==> src/lpc_pkg.sv <==
package lpc_pkg;

	// vector addresses fetched when the processor resumes
	localparam logic [15:0] VEC_RESET = 16'h1FFE;
	localparam logic [15:0] VEC_IRQ = 16'h1FFA;
	localparam logic [15:0] VEC_TIMER = 16'h1FF8;
	localparam logic [15:0] VEC_SER = 16'h1FF6;
	localparam logic [15:0] VEC_SPI = 16'h1FF4;

	// timer counter value forced by reset
	localparam logic [15:0] TMR_RESET = 16'hFFFC;
	localparam logic [15:0] TMR_TOP = 16'hFFFF;

	// core clock period in ns, dividers in core clock cycles
	localparam int CLK_PERIOD_NS = 100;
	localparam int TMR_PRESCALE = 4;
	localparam int SER_DIV = 16;
	localparam int SPI_DIV = 2;
	localparam int DIV_W = 8;

	// spi slave character length
	localparam int SPI_BITS = 8;

	// spi configuration word layout
	localparam int SPI_CFG_EN = 0;
	localparam int SPI_CFG_MSTR = 1;
	localparam int SPI_CFG_W = 2;

	typedef enum logic [2:0] {
		ST_RUN = 3'b001,
		ST_WAIT = 3'b010,
		ST_STOP = 3'b100
	} pm_state_t;

endpackage : lpc_pkg

==> src/spi_link_if.sv <==
`timescale 1ns/10ps
`default_nettype none

interface spi_link_if;
	logic stopped;
	logic spi_en;
	logic spi_master;
	logic spi_flag;
	logic [lpc_pkg::SPI_BITS-1:0] rx_data;

	modport ctrl (output stopped, input spi_en, input spi_master,
		input spi_flag, input rx_data);
	modport spi (input stopped, output spi_en, output spi_master,
		output spi_flag, output rx_data);
endinterface : spi_link_if

`default_nettype wire

==> src/spi_slave_core.sv <==
`timescale 1ns/10ps
`default_nettype none

module spi_slave_core (
	input wire logic core_clk,
	input wire logic rst_n,
	input wire logic ce,
	input wire logic cfg_we,
	input wire logic [lpc_pkg::SPI_CFG_W-1:0] cfg_wdata,
	input wire logic [lpc_pkg::SPI_BITS-1:0] tx_data,
	input wire logic tx_load,
	input wire logic flag_clr,
	input wire logic sck,
	input wire logic mosi,
	input wire logic ss_n,
	output logic miso,
	spi_link_if.spi lnk
);

	typedef struct packed {
		logic en;
		logic mstr;
		logic sck_prev;
		logic [lpc_pkg::SPI_BITS-1:0] shreg;
		logic [3:0] bits;
		logic done_pend;
		logic flag;
		logic [lpc_pkg::SPI_BITS-1:0] rx;
		logic miso;
	} spi_st_t;

	spi_st_t q, d;
	logic done;

	always_comb begin
		d = q;
		done = 1'b0;
		d.sck_prev = sck;
		if (cfg_we) begin
			d.en = cfg_wdata[lpc_pkg::SPI_CFG_EN];
			d.mstr = cfg_wdata[lpc_pkg::SPI_CFG_MSTR];
		end
		if (tx_load) begin
			d.shreg = tx_data;
		end
		// slave shifting runs on the master's clock, even in stop
		if (q.en && !q.mstr && !ss_n && sck && !q.sck_prev) begin
			d.shreg = {q.shreg[lpc_pkg::SPI_BITS-2:0], mosi};
			if (q.bits == 4'(lpc_pkg::SPI_BITS - 1)) begin
				d.bits = 4'h0;
				done = 1'b1;
				d.rx = {q.shreg[lpc_pkg::SPI_BITS-2:0], mosi};
			end else begin
				d.bits = q.bits + 4'h1;
			end
		end
		if (q.en && !q.mstr) begin
			d.miso = d.shreg[lpc_pkg::SPI_BITS-1];
		end
		if (flag_clr) begin
			d.flag = 1'b0;
		end
		// completion in stop is held back until the wake
		if (done && lnk.stopped) begin
			d.done_pend = 1'b1;
		end
		if (done && !lnk.stopped) begin
			d.flag = 1'b1;
		end
		if (q.done_pend && !lnk.stopped) begin
			d.done_pend = 1'b0;
			d.flag = 1'b1;
		end
	end

	always_ff @(posedge core_clk) begin
		if (!rst_n) begin
			q <= '0;
		end else if (ce) begin
			q <= d;
		end
	end

	assign miso = q.miso;
	assign lnk.spi_en = q.en;
	assign lnk.spi_master = q.mstr;
	assign lnk.spi_flag = q.flag;
	assign lnk.rx_data = q.rx;

endmodule : spi_slave_core

`default_nettype wire

==> src/low_power_ctrl.sv <==
// What this block does
// - stop instruction switches the oscillator off
// - stop entry clears the interrupt mask bit
// - stop keeps registers, memory and lines unchanged
// - stop ends on irq or reset, vectors
// - wait halts processor, clock and peripherals run
// - wait entry clears mask, other state unchanged
// - wait ends on any interrupt, loads vector
// - timer holds in stop, resumes after irq
// - reset exit loads timer with fixed value
// - stop halts the serial baud generator
// - frozen transmission resumes after irq wake
// - stop drops a partly received character
// - stop freezes spi bit rate generator
// - reset exit clears and disables spi
// - spi slave keeps shifting during stop
// - slave completion flag deferred until irq wake
// - enabled output drivers keep levels in stop
// - timer, serial, spi, irq, reset end wait
// - timer runs in wait, serial may be off
// - interrupt exit keeps peripherals, reset disables
// - compare pin low in reset until match
`timescale 1ns/10ps
`default_nettype none

module low_power_ctrl #(
	parameter int PRESCALE = lpc_pkg::TMR_PRESCALE,
	parameter int SER_DIV = lpc_pkg::SER_DIV,
	parameter int SPI_DIV = lpc_pkg::SPI_DIV
) (
	input wire logic core_clk,
	input wire logic rst_n,
	input wire logic ce,
	// processor side
	input wire logic stop_exec,
	input wire logic wait_exec,
	output logic osc_en,
	output logic cpu_clk_en,
	output logic imask_clr,
	output logic vec_load,
	output logic [15:0] vec_addr,
	output logic io_hold,
	// pins
	input wire logic irq_n,
	// timer
	input wire logic [15:0] cmp_value,
	input wire logic cmp_level,
	input wire logic cmp_irq_en,
	input wire logic cmp_flag_clr,
	input wire logic ovf_irq_en,
	input wire logic ovf_flag_clr,
	output logic [15:0] timer_count,
	output logic compare_match_flag,
	output logic ovf_flag,
	output logic compare_output_pin,
	// async serial interface
	input wire logic async_serial_interface_en,
	input wire logic async_serial_interface_irq,
	input wire logic ser_rx_busy,
	output logic ser_baud_tick,
	output logic ser_rx_flush,
	// spi
	input wire logic spi_cfg_we,
	input wire logic [lpc_pkg::SPI_CFG_W-1:0] spi_cfg_wdata,
	input wire logic [lpc_pkg::SPI_BITS-1:0] spi_tx_data,
	input wire logic spi_tx_load,
	input wire logic spi_flag_clr,
	input wire logic spi_irq_en,
	input wire logic spi_sck_in,
	input wire logic spi_mosi_in,
	input wire logic spi_ss_n,
	output logic spi_miso,
	output logic spi_rate_tick,
	output logic spi_flag,
	output logic [lpc_pkg::SPI_BITS-1:0] spi_rx_data
);

	////////////////////////////////////////////////////////////////////
	// state

	typedef struct packed {
		lpc_pkg::pm_state_t st;
		logic osc_en;
		logic cpu_en;
		logic imask_clr;
		logic vec_load;
		logic [15:0] vec;
		logic io_hold;
		logic [15:0] tcnt;
		logic [lpc_pkg::DIV_W-1:0] pre;
		logic cmp_pin;
		logic cmp_flag;
		logic ovf_flag;
		logic [lpc_pkg::DIV_W-1:0] ser_div;
		logic [lpc_pkg::DIV_W-1:0] spi_div;
		logic ser_tick;
		logic spi_tick;
		logic rx_flush;
		logic spi_flag;
		logic [lpc_pkg::SPI_BITS-1:0] spi_rx;
	} pm_t;

	pm_t q, d;
	logic running;
	logic tmr_tick;
	logic irq_pin;
	logic tmr_irq;
	logic ser_irq;
	logic spi_irq;

	spi_link_if lnk ();

	// divider step: returns 1 on the last count of a period
	function automatic logic div_last(
		input logic [lpc_pkg::DIV_W-1:0] cnt,
		input int period
	);
		div_last = (cnt == lpc_pkg::DIV_W'(period - 1));
	endfunction : div_last

	function automatic logic [lpc_pkg::DIV_W-1:0] div_next(
		input logic [lpc_pkg::DIV_W-1:0] cnt,
		input int period
	);
		if (cnt == lpc_pkg::DIV_W'(period - 1)) begin
			div_next = '0;
		end else begin
			div_next = cnt + lpc_pkg::DIV_W'(1);
		end
	endfunction : div_next

	////////////////////////////////////////////////////////////////////
	// spi slave engine

	spi_slave_core u_spi (
		.core_clk(core_clk),
		.rst_n(rst_n),
		.ce(ce),
		.cfg_we(spi_cfg_we),
		.cfg_wdata(spi_cfg_wdata),
		.tx_data(spi_tx_data),
		.tx_load(spi_tx_load),
		.flag_clr(spi_flag_clr),
		.sck(spi_sck_in),
		.mosi(spi_mosi_in),
		.ss_n(spi_ss_n),
		.miso(spi_miso),
		.lnk(lnk.spi)
	);

	assign lnk.stopped = (q.st == lpc_pkg::ST_STOP);

	////////////////////////////////////////////////////////////////////
	// next state

	always_comb begin
		d = q;
		// irq pin is only level sensed; the waker must hold it low
		irq_pin = !irq_n;
		running = (q.st != lpc_pkg::ST_STOP);
		tmr_irq = (q.cmp_flag && cmp_irq_en) || (q.ovf_flag && ovf_irq_en);
		ser_irq = async_serial_interface_irq && async_serial_interface_en;
		spi_irq = lnk.spi_flag && spi_irq_en;
		tmr_tick = running && div_last(q.pre, PRESCALE);
		d.imask_clr = 1'b0;
		d.vec_load = 1'b0;
		d.rx_flush = 1'b0;
		d.ser_tick = 1'b0;
		d.spi_tick = 1'b0;

		unique case (q.st)
			lpc_pkg::ST_RUN: begin
				if (stop_exec) begin
					d.st = lpc_pkg::ST_STOP;
					d.osc_en = 1'b0;
					d.cpu_en = 1'b0;
					d.imask_clr = 1'b1;
					d.io_hold = 1'b1;
					// a character in flight on receive cannot finish
					d.rx_flush = ser_rx_busy;
				end else if (wait_exec) begin
					d.st = lpc_pkg::ST_WAIT;
					d.cpu_en = 1'b0;
					d.imask_clr = 1'b1;
				end
			end
			lpc_pkg::ST_STOP: begin
				// only the irq pin; reset acts through rst_n
				if (irq_pin) begin
					d.st = lpc_pkg::ST_RUN;
					d.osc_en = 1'b1;
					d.cpu_en = 1'b1;
					d.io_hold = 1'b0;
					d.vec_load = 1'b1;
					d.vec = lpc_pkg::VEC_IRQ;
				end
			end
			lpc_pkg::ST_WAIT: begin
				// fixed priority: pin, timer, serial, spi
				if (irq_pin || tmr_irq || ser_irq || spi_irq) begin
					d.st = lpc_pkg::ST_RUN;
					d.cpu_en = 1'b1;
					d.vec_load = 1'b1;
					if (irq_pin) begin
						d.vec = lpc_pkg::VEC_IRQ;
					end else if (tmr_irq) begin
						d.vec = lpc_pkg::VEC_TIMER;
					end else if (ser_irq) begin
						d.vec = lpc_pkg::VEC_SER;
					end else begin
						d.vec = lpc_pkg::VEC_SPI;
					end
				end
			end
			default: begin
				d.st = lpc_pkg::ST_RUN;
				d.osc_en = 1'b1;
				d.cpu_en = 1'b1;
				d.io_hold = 1'b0;
			end
		endcase

		////////////////////////////////////////////////////////////////
		// timer: frozen in stop, never gated in wait

		if (running) begin
			d.pre = div_next(q.pre, PRESCALE);
		end
		if (cmp_flag_clr) begin
			d.cmp_flag = 1'b0;
		end
		if (ovf_flag_clr) begin
			d.ovf_flag = 1'b0;
		end
		if (tmr_tick) begin
			d.tcnt = q.tcnt + 16'h0001;
			// set beats a clear in the same cycle
			if (q.tcnt == lpc_pkg::TMR_TOP) begin
				d.ovf_flag = 1'b1;
			end
			if (q.tcnt == cmp_value) begin
				d.cmp_flag = 1'b1;
				d.cmp_pin = cmp_level;
			end
		end

		////////////////////////////////////////////////////////////////
		// serial and spi rate generators

		// no ticks in stop: transmit freezes mid bit and resumes
		if (running && async_serial_interface_en) begin
			d.ser_div = div_next(q.ser_div, SER_DIV);
			d.ser_tick = div_last(q.ser_div, SER_DIV);
		end
		if (running && lnk.spi_en && lnk.spi_master) begin
			d.spi_div = div_next(q.spi_div, SPI_DIV);
			d.spi_tick = div_last(q.spi_div, SPI_DIV);
		end
		d.spi_flag = lnk.spi_flag;
		d.spi_rx = lnk.rx_data;
	end

	////////////////////////////////////////////////////////////////////
	// registers

	always_ff @(posedge core_clk) begin
		if (!rst_n) begin
			// reset exit clears flags and dividers, keeps oscillator and cpu clock on, vectors to reset
			q <= '0;
			q.st <= lpc_pkg::ST_RUN;
			q.osc_en <= 1'b1;
			q.cpu_en <= 1'b1;
			q.vec_load <= 1'b1;
			q.vec <= lpc_pkg::VEC_RESET;
			q.tcnt <= lpc_pkg::TMR_RESET;
			q.cmp_pin <= 1'b0;
		end else if (ce) begin
			q <= d;
		end
	end

	////////////////////////////////////////////////////////////////////
	// outputs

	assign osc_en = q.osc_en;
	assign cpu_clk_en = q.cpu_en;
	assign imask_clr = q.imask_clr;
	assign vec_load = q.vec_load;
	assign vec_addr = q.vec;
	assign io_hold = q.io_hold;
	assign timer_count = q.tcnt;
	assign compare_match_flag = q.cmp_flag;
	assign ovf_flag = q.ovf_flag;
	// pin level held by its flop through stop
	assign compare_output_pin = q.cmp_pin;
	assign ser_baud_tick = q.ser_tick;
	assign ser_rx_flush = q.rx_flush;
	assign spi_rate_tick = q.spi_tick;
	assign spi_flag = q.spi_flag;
	assign spi_rx_data = q.spi_rx;

endmodule : low_power_ctrl

`default_nettype wire

==> config.mk <==
export PLATFORM = sky130hd
export DESIGN_NAME = low_power_ctrl
export DESIGN_NICKNAME = d
export VERILOG_FILES = /design/src/lpc_pkg.sv /design/src/spi_link_if.sv /design/src/spi_slave_core.sv /design/src/low_power_ctrl.sv
export SDC_FILE = /design/constraint.sdc
export NUM_CORES = 1
export LEC_CHECK = 0
export ABC_AREA = 1
export BUFFER_PORTS_ARGS = -buffer_cell sky130_fd_sc_hd__buf_2
export CORE_MARGIN = 2
export CORE_UTILIZATION = 56
export CTS_BUF_LIST = sky130_fd_sc_hd__clkbuf_16
export DETAILED_ROUTE_END_ITERATION = 10
export HOLD_SLACK_MARGIN = 0.05
export PLACE_DENSITY = 0.83
export SYNTH_ARGS = -nofsm -noshare
export SYNTH_HDL_FRONTEND = slang
export SYNTH_HIERARCHICAL = 1
export SYNTH_SLANG_ARGS = --single-unit
==> constraint.sdc <==
create_clock -name core_clk -period 2.1 [get_ports core_clk]
set_input_delay 0.105 -clock core_clk [delete_from_list [all_inputs] [get_ports core_clk]]
set_output_delay 0.105 -clock core_clk [all_outputs]
set_load 0.05 [all_outputs]
# After elaboration in Yosys (flattened, before gate mapping)
# Cells that the tools add are included.
# totals
mem_count	0
word_cells	133
out_inout_bits	53
romBits	0
input_bits	47
latchBits	0
ff_bits	105
ramBits	0
# op_classes
reduce_logical	43
div	0
order_cmp	0
n_mul	0
shifts	0
n_mux	41
bitwise_logic	1
add_sub_neg	5
eq_ne	14
# op_table
operator	n
one-hot mux 17 bit (2 select lines)	1
two-way mux 16 bit	2
two-way mux 8 bit	4
adder 8 x 1 -> 8 bit, second input constant	3
AND reduction 2 bit	10
two-way mux 18 bit	1
two-way mux 1 bit	17
two-way mux 17 bit	1
adder 16 x 1 -> 16 bit, second input constant	1
== test 16 bit	1
== test 16 bit, second input constant	1
logical AND 1 bit	15
two-way mux 12 bit	1
AND reduction 4 bit	3
two-way mux 2 bit	5
two-way mux 3 bit	3
one-hot mux 1 bit (3 select lines)	3
one-hot mux 3 bit (3 select lines)	1
== test 8 x 1 -> 1 bit, second input constant	1
== test 8 x 2 -> 1 bit, second input constant	1
== test 8 x 4 -> 1 bit, second input constant	1
!= test 2 bit, second input constant	3
!= test 3 bit, second input constant	2
AND reduction 3 bit	2
other kinds (12)	21

# Logic depth before layout (Yosys ltp)
# Gate-level depths: netlist (run 1).
# depth
word_depth	9
depth_mapped	10
mapped_depth_nobuf	10

# Cells and area by module
# Netlist (run 1), hierarchy kept.
# modules_own_cells
module	area_each_um2	instances	seq_area_each_um2	cells_each
low_power_ctrl	3804.9	1	1321.3	553
spi_slave_core	1330.0	1	520.5	202

# Least setup slack after synthesis (run 1)
# No wires, ideal clock.
# synth_timing
path_kind	reg2reg
startpoint	reg, netlist name cpu_clk_en
endpoint	reg q (netlist bit timer_count[14])
slack_ns	0.430
n_path_buf	1
arrival_time_ns	1.540
required_ns	1.970
path_stages_with_launch	9
synth_period_minus_slack_ns	1.670
setup_time_ns	0.130
path_cell_list	dfxtp_1 nor2_2 a21oi_2 nand2_2 buf_6 nor2_4 nand2_2 o21ai_1 nand3_1
# synth_rtl
item	line_no	rtl
to (decl)	low_power_ctrl.sv:103	pm_t q, d;

# Worst setup path in the final report (run 1)
# layout_timing
startpoint	reg q[31] in the netlist's numbering
endpoint	reg q (netlist bit timer_count[8])
# layout_via
elab_chain_len	3
# layout_rtl
item	line_no	rtl
== test 8 x 2 -> 1 bit	low_power_ctrl.sv:118	div_last = (cnt == lpc_pkg::DIV_W'(period - 1));
logical AND 1 bit	low_power_ctrl.sv:164	tmr_tick = running && div_last(q.pre, PRESCALE);
AND reduction 2 bit (no line)	--	
# No other way between the ends.
# A chain may end at the register's enable or synchronous reset.

==> run summary, run 1 <==
- **run status** finished, final reports clean
- **die area** 0.009951 mm^2
- **post-synth design cell area** 0.005135 mm^2
- **maximum fanout along the worst path** 12
- **Leak** 2.764 nW
- **via count of the first global-routing pass** 4414
- **weighted congestion reported at the end of routability-driven placement** 0.8952
- **Worst Setup End Kind** flip-flop
- **Die Height** 99.76 um
- **unrepaired setup endpoints after global routing** false
- **Avg Synthesized Cell Area** 6.801 um^2
- **Async S/R FF share, synth** 0
- **horizontal die dimension** 99.76 um
- **Final Power** 4.081 mW
- **ratio of cells with drive above 1 in the final layout** 0.1926
- **final worst-path cycle share** 0.8515
- **worst setup path category** reg2reg
- **final critical delay including setup and external delays** 1.788 ns
- **vias after detailed routing** 4742
- **HP Start** spi_flag_clr
- **number of vias per cell** 5.166
- **setup TNS** 0 ns
- **DRC Markers** 0
- **buffer cell driving the clock tree root** clkbuf_16
- **Reg2Reg Depth** 8
- **capture endpoint of the worst hold path** u_spi/lnk.spi_flag$_SDFFE_PN0P_
- **endpoint required time on the critical path** 2.31 ns
- **Max Slew Vio Count** 0
- **source of the worst register-to-register timing path** q[31]$_SDFFE_PN0P_
- **largest net degree at the start of global routing** 41
- **Placed Cells incl. Taps** 900
- **synthesis-stage register bit count** 92
- **Final setup viols** 0
- **arrival time worst endpoint** 2.00 ns
- **reg2reg end** timer_count[8]$_SDFFE_PN1P_
- **# IOs** 100
- **share of total power in sequential cells** 0.450
- **H-tree level count** 3
- **latest clock arrival within the worst-skew pair** 0.34 ns
- **number of failing hold endpoints at the final stage** 0
- **Comb power frac** 0.121
- **first-pass GRT wire length** 19.27 mm
- **share of power burned in the clock network** 0.430
- **number of antenna violations at the first check in global routing** 0
- **worst hold path class** in2reg
- **count of TritonRoute iterations in the first routing pass** 4
- **Finished Layout Cells** 918
- **total clock buffers created by CTS** 9
- **number of nets with antenna violations after detailed routing** 0
- **net switching fraction of the power** 0.2648
- **Total Routed Length** 11.58 mm
- **Port Buffer Count** 95
- **actual slew at the worst max-slew pin** 0.7168 ns
- **initial DRC count** 199
- **cell area after placement** 0.005331 mm^2
- **clk slew on worst S/H paths** 0.07 ns
- **startpoint class of the critical path** flip-flop
- **number of standard-cell rows in the floorplan** 34
- **Fillers** 783
- **diode count** 0
- **clock tree buffer depth** 2
- **number of cells produced by synthesis** 755
- **# Max-Cap Violations** 0
- **net switching component of the power** 1.080 mW
- **Resize count post-CTS** 0
- **share of synthesized area occupied by flip-flops and latches** 0.3587
- **Power Internal** 3.000 mW
- **slack of the worst reg-to-reg path** 0.31 ns
- **initial cell density of the core** 0.5831
- **fin area** 0.005674 mm^2
- **Avg WL per Cell** 12.61 um
- **Worst VDD drop** 0.0004120 V
- **maximum clock rate** 559.2 MHz
- **DPL Wire Length** 8.499 mm
- **TritonCTS clock tree** built
- **total global routing track utilization** 0.2360
- **CTS sink cnt** 92
- **minimum setup slack in the final design** 0.3118 ns
- **Synth warnings** 6
- **placement-stage worst setup slack** 0.3593 ns
- **areal power density over the cells** 719.2 mW/mm^2
- **core area** 0.008806 mm^2
- **number of nets in the layout** 858
- **cell count of the worst hold path** 4
- **Slew headroom** 0.5216
- **synth-to-layout area growth** 10.50%
- **commonest register cell after synthesis** dfxtp_1
- **number of distinct library cell variants in the gate-level netlist after synthesis** 42
- **total congestion overflow after global routing** 0
- **Post-CTS Setup Bufs** 0
- **Post-synth EDFFs** 0
- **setup clock skew after layout** 0.007958 ns
Yosys cell counts (2+ instances only):
library cell	number	area, um^2
a21oi_1	29	145.1
a21oi_2	5	43.79
buf_2	2	10.01
buf_4	49	367.9
buf_6	4	45.04
clkbuf_1	7	26.28
dfxtp_1	92	1842
ha_1	6	75.07
inv_1	87	326.6
inv_2	4	15.01
nand2_1	179	671.9
nand2_2	6	37.54
nand2_4	3	33.78
nand3_1	55	275.3
nand3_2	2	20.02
nand3b_1	3	22.52
nand4_1	12	75.07
nor2_1	107	401.6
nor2_2	6	37.54
nor2_4	7	78.83
nor3_1	11	55.05
nor3_2	3	30.03
o211ai_1	2	15.01
o21ai_0	41	205.2
o21ai_1	5	25.02
xnor2_1	8	70.07
xor2_1	5	43.79
metrics by stage:
| step | hold slack, ns | utilization |
|---|---|---|
| 2_1_floorplan | 0.2366 | - |
| 3_3_place_gp | 0.3817 | 0.6054 |
| 3_5_place_dp | 0.3946 | 0.6054 |
| 4_1_cts | 0.05393 | 0.6444 |
| 5_1_grt | 0.07399 | 0.6444 |
| 6_report | 0.06156 | 0.6444 |
per-layer routing:
layer,track usage,routed length (um),share of wire
met1,0.2873,5026,0.43
met2,0.4246,5809,0.50
met5,0,0,0
met3,0.03865,569,0.049
met4,0.07482,171,0.015
power by group through the flow:
stage | Combinational [mW] | Sequential (mW) | Clock (mW)
2_1_floorplan | 0.328 | 1.91 | 0
3_3_place_gp | 0.475 | 1.87 | 0
3_5_place_dp | 0.487 | 1.87 | 0
4_1_cts | 0.493 | 1.83 | 1.77
5_1_grt | 0.544 | 1.84 | 1.86
6_report | 0.492 | 1.83 | 1.75
cell usage in the layout, fill, tap and decap left out, types with 3 or more instances in the layout:
cell and instances:
inv_2 4, nor2_2 6, nand4_1 12, nand3_1 55
nand2_2 6, nand3b_1 3, ha_1 6, nand2_1 179
conb_1 4, inv_6 3, a21oi_1 29, a21oi_2 5
buf_2 95, nand2_4 3, inv_1 88, o21ai_0 41
clkbuf_16 9, dfxtp_1 92, nor3_1 11, xor2_1 5
nor2_1 107, xnor2_1 8, nor2_4 7, nor3_2 3
o21ai_1 5
critical path: stages (launching register included):
cell	delay, ns
dfxtp_1	0.38
ha_1	0.19
nand3_1	0.08
nor2_1	0.16
nand2_2	0.20
inv_1	0.25
nand2_1	0.13
o21ai_0	0.18
nand3_1	0.08
timing repair:
item | CTS | global route
setup endpoints to repair | 0 | 0
hold buffers | 2 | 0
endpoints found under the hold margin | 2 | 0
logic make-up after synthesis:
logic type / count (synthesis) / synth area share
buffers and inverters: 156 / 0.1569
adder cells (fa/ha/maj): 6 / 0.01462
other: 1 / 0.0007303
XOR/XNOR: 13 / 0.02217
AND/OR/NAND/NOR: 401 / 0.3550
flip-flops: 92 / 0.3587
AO/OA/AOI/OAI: 86 / 0.09186
cell type report:
class	instances	area (um^2)	area share
multi-input cells	510	2499	0.4404
clock buffers	9	225.2	0.03969
inverters	93	352.8	0.06218
repair buffers	99	523.0	0.09217
well taps	108	135.1	0.02381
clock inverters	7	97.59	0.01720
flip-flops and latches	92	1842	0.3246
sequential cells by signal (all words and copies together) (netlist names), 4 cells and up:
| name | count |
|---|---|
| u_spi/q | 14 |
| u_spi/lnk.rx_data | 8 |
| vec_addr | 4 |
| timer_count | 16 |
| q | 26 |
| spi_rx_data | 8 |
worst max-delay path by stage:
stage / from / slack (ns) / cells past startpoint / end
3_3_place_gp: q[31]$_SDFFE_PN0P_ / 0.41 / 8 / timer_count[8]$_SDFFE_PN1P_
2_1_floorplan: cpu_clk_en$_SDFFE_PN1P_ / 0.43 / 8 / timer_count[14]$_SDFFE_PN1P_
5_1_grt: q[31]$_SDFFE_PN0P_ / 0.18 / 8 / timer_count[8]$_SDFFE_PN1P_
6_report: q[31]$_SDFFE_PN0P_ / 0.31 / 8 / timer_count[8]$_SDFFE_PN1P_
3_5_place_dp: q[31]$_SDFFE_PN0P_ / 0.36 / 8 / timer_count[8]$_SDFFE_PN1P_
4_1_cts: q[31]$_SDFFE_PN0P_ / 0.32 / 8 / timer_count[8]$_SDFFE_PN1P_
Note: power is estimated with default switching activity, not from simulation.
==> run 2, diff against run 1 <==
--- a/config.mk
+++ b/config.mk
@@ -9,10 +9,12 @@
 export BUFFER_PORTS_ARGS = -buffer_cell sky130_fd_sc_hd__buf_2
 export CORE_MARGIN = 2
 export CORE_UTILIZATION = 56
-export CTS_BUF_LIST = sky130_fd_sc_hd__clkbuf_16
+export CTS_BUF_LIST = sky130_fd_sc_hd__clkbuf_4 sky130_fd_sc_hd__clkbuf_8
 export DETAILED_ROUTE_END_ITERATION = 10
+export GPL_ROUTABILITY_DRIVEN = 0
 export HOLD_SLACK_MARGIN = 0.05
 export PLACE_DENSITY = 0.83
+export SLEW_MARGIN = 10
 export SYNTH_ARGS = -nofsm -noshare
 export SYNTH_HDL_FRONTEND = slang
 export SYNTH_HIERARCHICAL = 1
==> run summary, run 2 (synthesized netlist as in run 1, its figures left out) <==
- **run status** finished, final reports clean
- **TritonCTS clock tree** built
- **via count of the first global-routing pass** 4395, -0.43%
- **final worst-path cycle share** 0.8559, +0.004360
- **unrepaired setup endpoints after global routing** false
- **reg2reg end** timer_count[8]$_SDFFE_PN1P_
- **Fillers** 790, +0.89%
- **CTS sink cnt** 92, unchanged
- **number of failing hold endpoints at the final stage** 0, unchanged
- **Worst VDD drop** 0.0004161 V, +0.99%
- **arrival time worst endpoint** 2.03 ns, +0.03 ns
- **# Max-Cap Violations** 0, unchanged
- **H-tree level count** 3, unchanged
- **Avg WL per Cell** 12.40 um, -1.7%
- **actual slew at the worst max-slew pin** 0.7083 ns, -0.008578 ns
- **fin area** 0.005637 mm^2, -0.66%
- **number of vias per cell** 5.180, +0.27%
- **capture endpoint of the worst hold path** imask_clr$_SDFFE_PN0P_
- **horizontal die dimension** 99.76 um, unchanged
- **endpoint required time on the critical path** 2.34 ns, +0.03 ns
- **DPL Wire Length** 8.499 mm, unchanged
- **Leak** 2.742 nW, -0.79%
- **areal power density over the cells** 654.1 mW/mm^2, -9.0%
- **buffer cell driving the clock tree root** clkbuf_8
- **total clock buffers created by CTS** 9, unchanged
- **Reg2Reg Depth** 8, unchanged
- **Die Height** 99.76 um, unchanged
- **total congestion overflow after global routing** 0, unchanged
- **startpoint class of the critical path** flip-flop
- **number of antenna violations at the first check in global routing** 0, unchanged
- **Resize count post-CTS** 0, unchanged
- **worst hold path class** in2reg
- **# IOs** 100, unchanged
- **worst setup path category** reg2reg
- **maximum fanout along the worst path** 12, unchanged
- **Port Buffer Count** 95, unchanged
- **post-cts hold buffer count** 8, +6
- **latest clock arrival within the worst-skew pair** 0.36 ns, +0.02 ns
- **number of standard-cell rows in the floorplan** 34, unchanged
- **largest net degree at the start of global routing** 41, unchanged
- **maximum clock rate** 556.4 MHz, -0.51%
- **crit path cell chain** ha_1 -> nand3_1 -> nor2_1 -> nand2_2 -> inv_1 -> nand2_1 -> o21ai_0 -> nand3_1
- **most frequent standard cell in the layout excluding fill and tap cells** nand2_1
- **initial DRC count** 203, +2.0%
- **clk slew on worst S/H paths** 0.10 ns, +0.03 ns
- **cell count of the worst hold path** 3, -1
- **number of nets with antenna violations after detailed routing** 0, unchanged
- **setup clock skew after layout** 0.01483 ns, +0.006873 ns
- **cell mode on critical path** nand3_1
- **synth-to-layout area growth** 9.771%
- **cell area after placement** 0.005331 mm^2, unchanged
- **core area** 0.008806 mm^2, unchanged
- **die area** 0.009951 mm^2, unchanged
- **first-pass GRT wire length** 19.21 mm, -0.32%
- **Buffers & Inverters on Critical Path** 1, unchanged
- **total global routing track utilization** 0.2378, +0.001807
- **Placed Cells incl. Taps** 900, unchanged
- **delay-heaviest family, CP** simple AND/OR/NAND/NOR gates
- **number of nets in the layout** 864, +0.70%
- **Total Routed Length** 11.45 mm, -1.1%
- **Final setup viols** 0, unchanged
- **initial cell density of the core** 0.5831, unchanged
- **source of the worst register-to-register timing path** q[31]$_SDFFE_PN0P_
- **Worst Setup End Kind** flip-flop
- **ratio of cells with drive above 1 in the final layout** 0.1924, about the same
- **Post-CTS Setup Bufs** 0, unchanged
- **setup TNS** 0 ns, unchanged
- **DRC Markers** 0, unchanged
- **Max Slew Vio Count** 0, unchanged
- **count of TritonRoute iterations in the first routing pass** 5, +1
- **final critical delay including setup and external delays** 1.797 ns, +0.009157 ns
- **critical path depth in cells** 8, unchanged
- **HP Start** stop_exec
- **clock tree buffer depth** 2, unchanged
- **crit path max-delay cell type** dfxtp_1
- **Crit path largest cell delay** 0.40 ns, +0.02 ns
- **Finished Layout Cells** 924, +0.65%
- **slack of the worst reg-to-reg path** 0.30 ns, about the same
- **register name with the most flops** q
- **Slew headroom** 0.5273, +0.005725
- **diode count** 0, unchanged
- **flip-flop count of the largest register, all copies and words added** 26, unchanged
- **commonest cells after routing, fill and taps aside** nand2_1 (179), nor2_1 (107), buf_2 (95)
- **vias after detailed routing** 4786, +0.93%
## run 2: cell types whose count changed in the layout (fill, tap and decap cells not counted), sizes merged
cell,before,now
clkbuf,9,10
dlygate4sd3,2,8
inv,96,95
## run 2: how the worst max path moves through the flow
stage,start,endpoint
2_1_floorplan,cpu_clk_en$_SDFFE_PN1P_,timer_count[14]$_SDFFE_PN1P_
3_3_place_gp,q[31]$_SDFFE_PN0P_,timer_count[8]$_SDFFE_PN1P_
3_5_place_dp,q[31]$_SDFFE_PN0P_,timer_count[8]$_SDFFE_PN1P_
4_1_cts,q[31]$_SDFFE_PN0P_,timer_count[8]$_SDFFE_PN1P_
5_1_grt,cpu_clk_en$_SDFFE_PN1P_,ser_rx_flush$_SDFFE_PN0P_
6_report,q[31]$_SDFFE_PN0P_,timer_count[8]$_SDFFE_PN1P_
## run 2: worst reg2reg max path, stage by stage, from the launching register on
cell,delay (ns)
dfxtp_1,0.40
ha_1,0.19
nand3_1,0.08
nor2_1,0.16
nand2_2,0.21
inv_1,0.25
nand2_1,0.13
o21ai_0,0.17
nand3_1,0.08
## run 2: power by group
group          internal [mW]  switching [mW]
registers               1.79          0.0373
logic                  0.161           0.338
clock network          0.697           0.658
## run 2: per-layer routing
metal	vias to the layer above	global-route usage	routed length, um
met5	-	0	0
met4	0	0.08535	180
met3	16	0.04216	587
met2	160	0.4189	5778
met1	2160	0.2909	4905
li1	2450	-	-
## run 2: layout make-up
class	count	area, um^2	share of cell area
Clock inverter	6	93.84	0.01665
Sequential cell	92	1842	0.3267
Clock buffer	10	131.4	0.02331
Timing Repair Buffer	105	583.1	0.1034
Inverter	93	352.8	0.06260
Multi-Input combinational cell	510	2499	0.4433
Tap cell	108	135.1	0.02397
## run 2: through the flow
stage / total power, mW / util / worst slack (ns) / hold slack [ns]
6_report: 3.687 / 0.6401 / 0.3027 / 0.06572
5_1_grt: 3.855 / 0.6401 / 0.1502 / 0.07007
4_1_cts: 3.702 / 0.6401 / 0.3214 / 0.05271
3_5_place_dp: 2.359 / 0.6054 / 0.3593 / 0.3946
3_3_place_gp: 2.343 / 0.6054 / 0.4128 / 0.3817
2_1_floorplan: 2.241 / - / 0.4299 / 0.2366
==> run 3, diff against run 2 <==
--- a/config.mk
+++ b/config.mk
@@ -5,7 +5,6 @@
 export SDC_FILE = /design/constraint.sdc
 export NUM_CORES = 1
 export LEC_CHECK = 0
-export ABC_AREA = 1
 export BUFFER_PORTS_ARGS = -buffer_cell sky130_fd_sc_hd__buf_2
 export CORE_MARGIN = 2
 export CORE_UTILIZATION = 56
@@ -13,7 +12,8 @@
 export DETAILED_ROUTE_END_ITERATION = 10
 export GPL_ROUTABILITY_DRIVEN = 0
 export HOLD_SLACK_MARGIN = 0.05
-export PLACE_DENSITY = 0.83
+export PLACE_DENSITY = 0.84
+export SKIP_LAST_GASP = 1
 export SLEW_MARGIN = 10
 export SYNTH_ARGS = -nofsm -noshare
 export SYNTH_HDL_FRONTEND = slang
==> run summary, run 3 <==
- **cell taking the most area after synthesis** dfxtp_1
- **Crit path largest cell delay** 0.52 ns, +0.12 ns
- **Synth warnings** 6, unchanged
- **initial cell density of the core** 0.5747, -0.008439
- **final critical delay including setup and external delays** 1.898 ns, +0.1011 ns
- **number of cells produced by synthesis** 530, -30%
- **CTS sink cnt** 92, unchanged
- **# Max-Cap Violations** 0, unchanged
- **number of antenna violations at the first check in global routing** 0, unchanged
- **arrival time worst endpoint** 2.13 ns, +0.10 ns
- **worst setup path startpoint** cpu_clk_en$_SDFFE_PN1P_
- **worst hold path class** in2reg
- **actual slew at the worst max-slew pin** 0.5394 ns, -0.1689 ns
- **run status** finished, final reports clean
- **total clock buffers created by CTS** 9, unchanged
- **crit path max-delay cell type** nor4b_1
- **number of vias per cell** 5.504, +6.3%
- **number of standard-cell rows in the floorplan** 33, -2.9%
- **DRC Markers** 0, unchanged
- **number of nets in the layout** 639, -26%
- **number of distinct library cell variants in the gate-level netlist after synthesis** 59, +40%
- **Port Buffer Count** 95, unchanged
- **share of synthesized area occupied by flip-flops and latches** 0.3940, +0.03533
- **Reg2Reg Depth** 6, -2
- **Worst VDD drop** 0.0003748 V, -9.9%
- **Avg WL per Cell** 14.17 um, +14%
- **number of failing hold endpoints at the final stage** 0, unchanged
- **unrepaired setup endpoints after global routing** false
- **source of the worst register-to-register timing path** cpu_clk_en$_SDFFE_PN1P_
- **Leak** 2.114 nW, -23%
- **commonest register cell after synthesis** dfxtp_1
- **endpoint required time on the critical path** 2.33 ns, about the same
- **setup TNS** 0 ns, unchanged
- **initial DRC count** 195, -3.9%
- **Worst Setup End Kind** flip-flop
- **setup clock skew after layout** 0.01047 ns, -0.004363 ns
- **slack of the worst reg-to-reg path** 0.20 ns, -0.10 ns
- **register name with the most flops** q
- **Slew headroom** 0.6366, +0.1093
- **top cells by area in the synthesized netlist** dfxtp_1 (39%), buf_4 (7.7%), xnor2_1 (5.4%), mux2i_1 (5.4%), nand2_1 (5.1%)
- **total congestion overflow after global routing** 0, unchanged
- **# IOs** 100, unchanged
- **TritonCTS clock tree** built
- **core area** 0.008134 mm^2, -7.6%
- **share of the synthesized area in the top cell type** 0.3940, +0.03533
- **H-tree level count** 3, unchanged
- **Die Height** 95.37 um, -4.4%
- **maximum fanout along the worst path** 8, -4
- **Final setup viols** 0, unchanged
- **latest clock arrival within the worst-skew pair** 0.36 ns, about the same
- **ratio of cells with drive above 1 in the final layout** 0.2217, +0.02926
- **Avg Synthesized Cell Area** 8.820 um^2, +30%
- **clock tree buffer depth** 2, unchanged
- **most frequent standard cell in the layout excluding fill and tap cells** buf_2
- **Final Hold Slack** 0.06982 ns, +0.004101 ns
- **first-pass GRT wire length** 16.33 mm, -15%
- **vias after detailed routing** 3831, -20%
- **worst setup path end** q[27]$_SDFFE_PN0P_
- **cell types with the highest counts after synthesis** dfxtp_1 (92), nand2_1 (64), buf_4 (48)
- **synth-to-layout area growth** 11.38%
- **Fillers** 667, -16%
- **number of nets with antenna violations after detailed routing** 0, unchanged
- **commonest cells after routing, fill and taps aside** buf_2 (95), dfxtp_1 (92), nand2_1 (64)
- **worst setup path category** reg2reg
- **startpoint class of the critical path** flip-flop
- **clk slew on worst S/H paths** 0.09 ns, about the same
- **crit path cell chain** or3b_1 -> inv_2 -> nor4b_1 -> nand4_1 -> xor2_1 -> nor2_1
- **count of TritonRoute iterations in the first routing pass** 4, -1
- **largest net degree at the start of global routing** 42, +2.4%
- **maximum clock rate** 526.8 MHz, -5.3%
- **via count of the first global-routing pass** 3578, -19%
- **post-synth design cell area** 0.004674 mm^2, -9.0%
- **Async S/R FF share, synth** 0, unchanged
- **Post-synth EDFFs** 0, unchanged
- **DPL Wire Length** 7.031 mm, -17%
- **horizontal die dimension** 95.37 um, -4.4%
- **diode count** 0, unchanged
- **Max Slew Vio Count** 0, unchanged
- **total global routing track utilization** 0.2249, -0.01288
- **areal power density over the cells** 670.8 mW/mm^2, +2.6%
- **final worst-path cycle share** 0.9040, +0.04815
- **flip-flop count of the largest register, all copies and words added** 26, unchanged
- **die area** 0.009094 mm^2, -8.6%
- **reg2reg end** q[27]$_SDFFE_PN0P_
- **top-count cell post-synth** dfxtp_1
- **buffer cell driving the clock tree root** clkbuf_8
- **Total Routed Length** 9.864 mm, -14%
- **synthesis-stage register bit count** 92, unchanged
run 3: timing repair:
item                                   CTS  global route
endpoints found under the hold margin    6             0
hold buffers                             8             0
resized for setup                        0             0
buffers inserted                         0             0
run 3: kinds of logic (layout without fill, tap and decap cells):
logic type                 Yosys count  count (layout)  synth area share
AOI/OAI and AO/OA                   57              57           0.08485
xor gates and xnor gates            50              50           0.09368
adders and majority gates            6               6           0.01606
other                                1               4         0.0008022
and+or+nand+nor                    217             217            0.2479
buffers and inverters               81             139            0.1068
muxes                               26              26           0.05594
DFF                                 92              92            0.3940
run 3: per-stage QoR:
step,power (mW),util,cells,instance area (um^2),setup slack [ns]
floorplan,2.091,-,533,4686,0.08749
global placement,2.184,0.6027,672,4902,0.3289
detailed placement,2.196,0.6027,672,4902,0.2284
CTS,3.506,0.6401,696,5206,0.2104
global route,3.638,0.6401,696,5206,0.01486
finish,3.493,0.6401,696,5206,0.2016
run 3: worst min path at each step:
stage	startpoint	to	depth (start not counted)
after floorplan	spi_mosi_in	u_spi/lnk.rx_data[0]$_SDFFE_PN0P_	2
after global placement	spi_sck_in	u_spi/q[23]$_SDFFE_PN0P_	3
after detailed placement	spi_sck_in	u_spi/q[23]$_SDFFE_PN0P_	3
after CTS	stop_exec	io_hold$_SDFFE_PN0P_	3
after global routing	stop_exec	io_hold$_SDFFE_PN0P_	3
final	stop_exec	io_hold$_SDFFE_PN0P_	3
run 3: critical path: cells and delay by family, from the launching register on:
kind                      cells  cell delay [ns]
DFF                           1             0.43
and+or+nand+nor               4             1.05
xor gates and xnor gates      1             0.17
buffers and inverters         1             0.13
run 3: where the power goes:
part / internal (mW) / switching (mW)
logic: 0.137 / 0.219
registers: 1.78 / 0.0334
clock network: 0.703 / 0.620
total: 2.62 / 0.873
run 3: cell type report:
class / count / area [um^2] / share of cell area
multi-input combinational: 360 / 2345 / 0.4504
clock buffer: 10 / 137.6 / 0.02644
timing repair buffer: 112 / 623.1 / 0.1197
sequential: 92 / 1842 / 0.3538
clock inverter: 6 / 86.33 / 0.01658
tap: 105 / 131.4 / 0.02523
inverter: 11 / 41.29 / 0.007931
run 3: routing by layer:
metal / up-vias / routed length [um] / global-route usage
li1: 1897 / - / -
met1: 1770 / 4242 / 0.2888
met2: 148 / 4755 / 0.3768
met3: 16 / 720 / 0.04269
met4: 0 / 145 / 0.08092
met5: - / 0 / 0
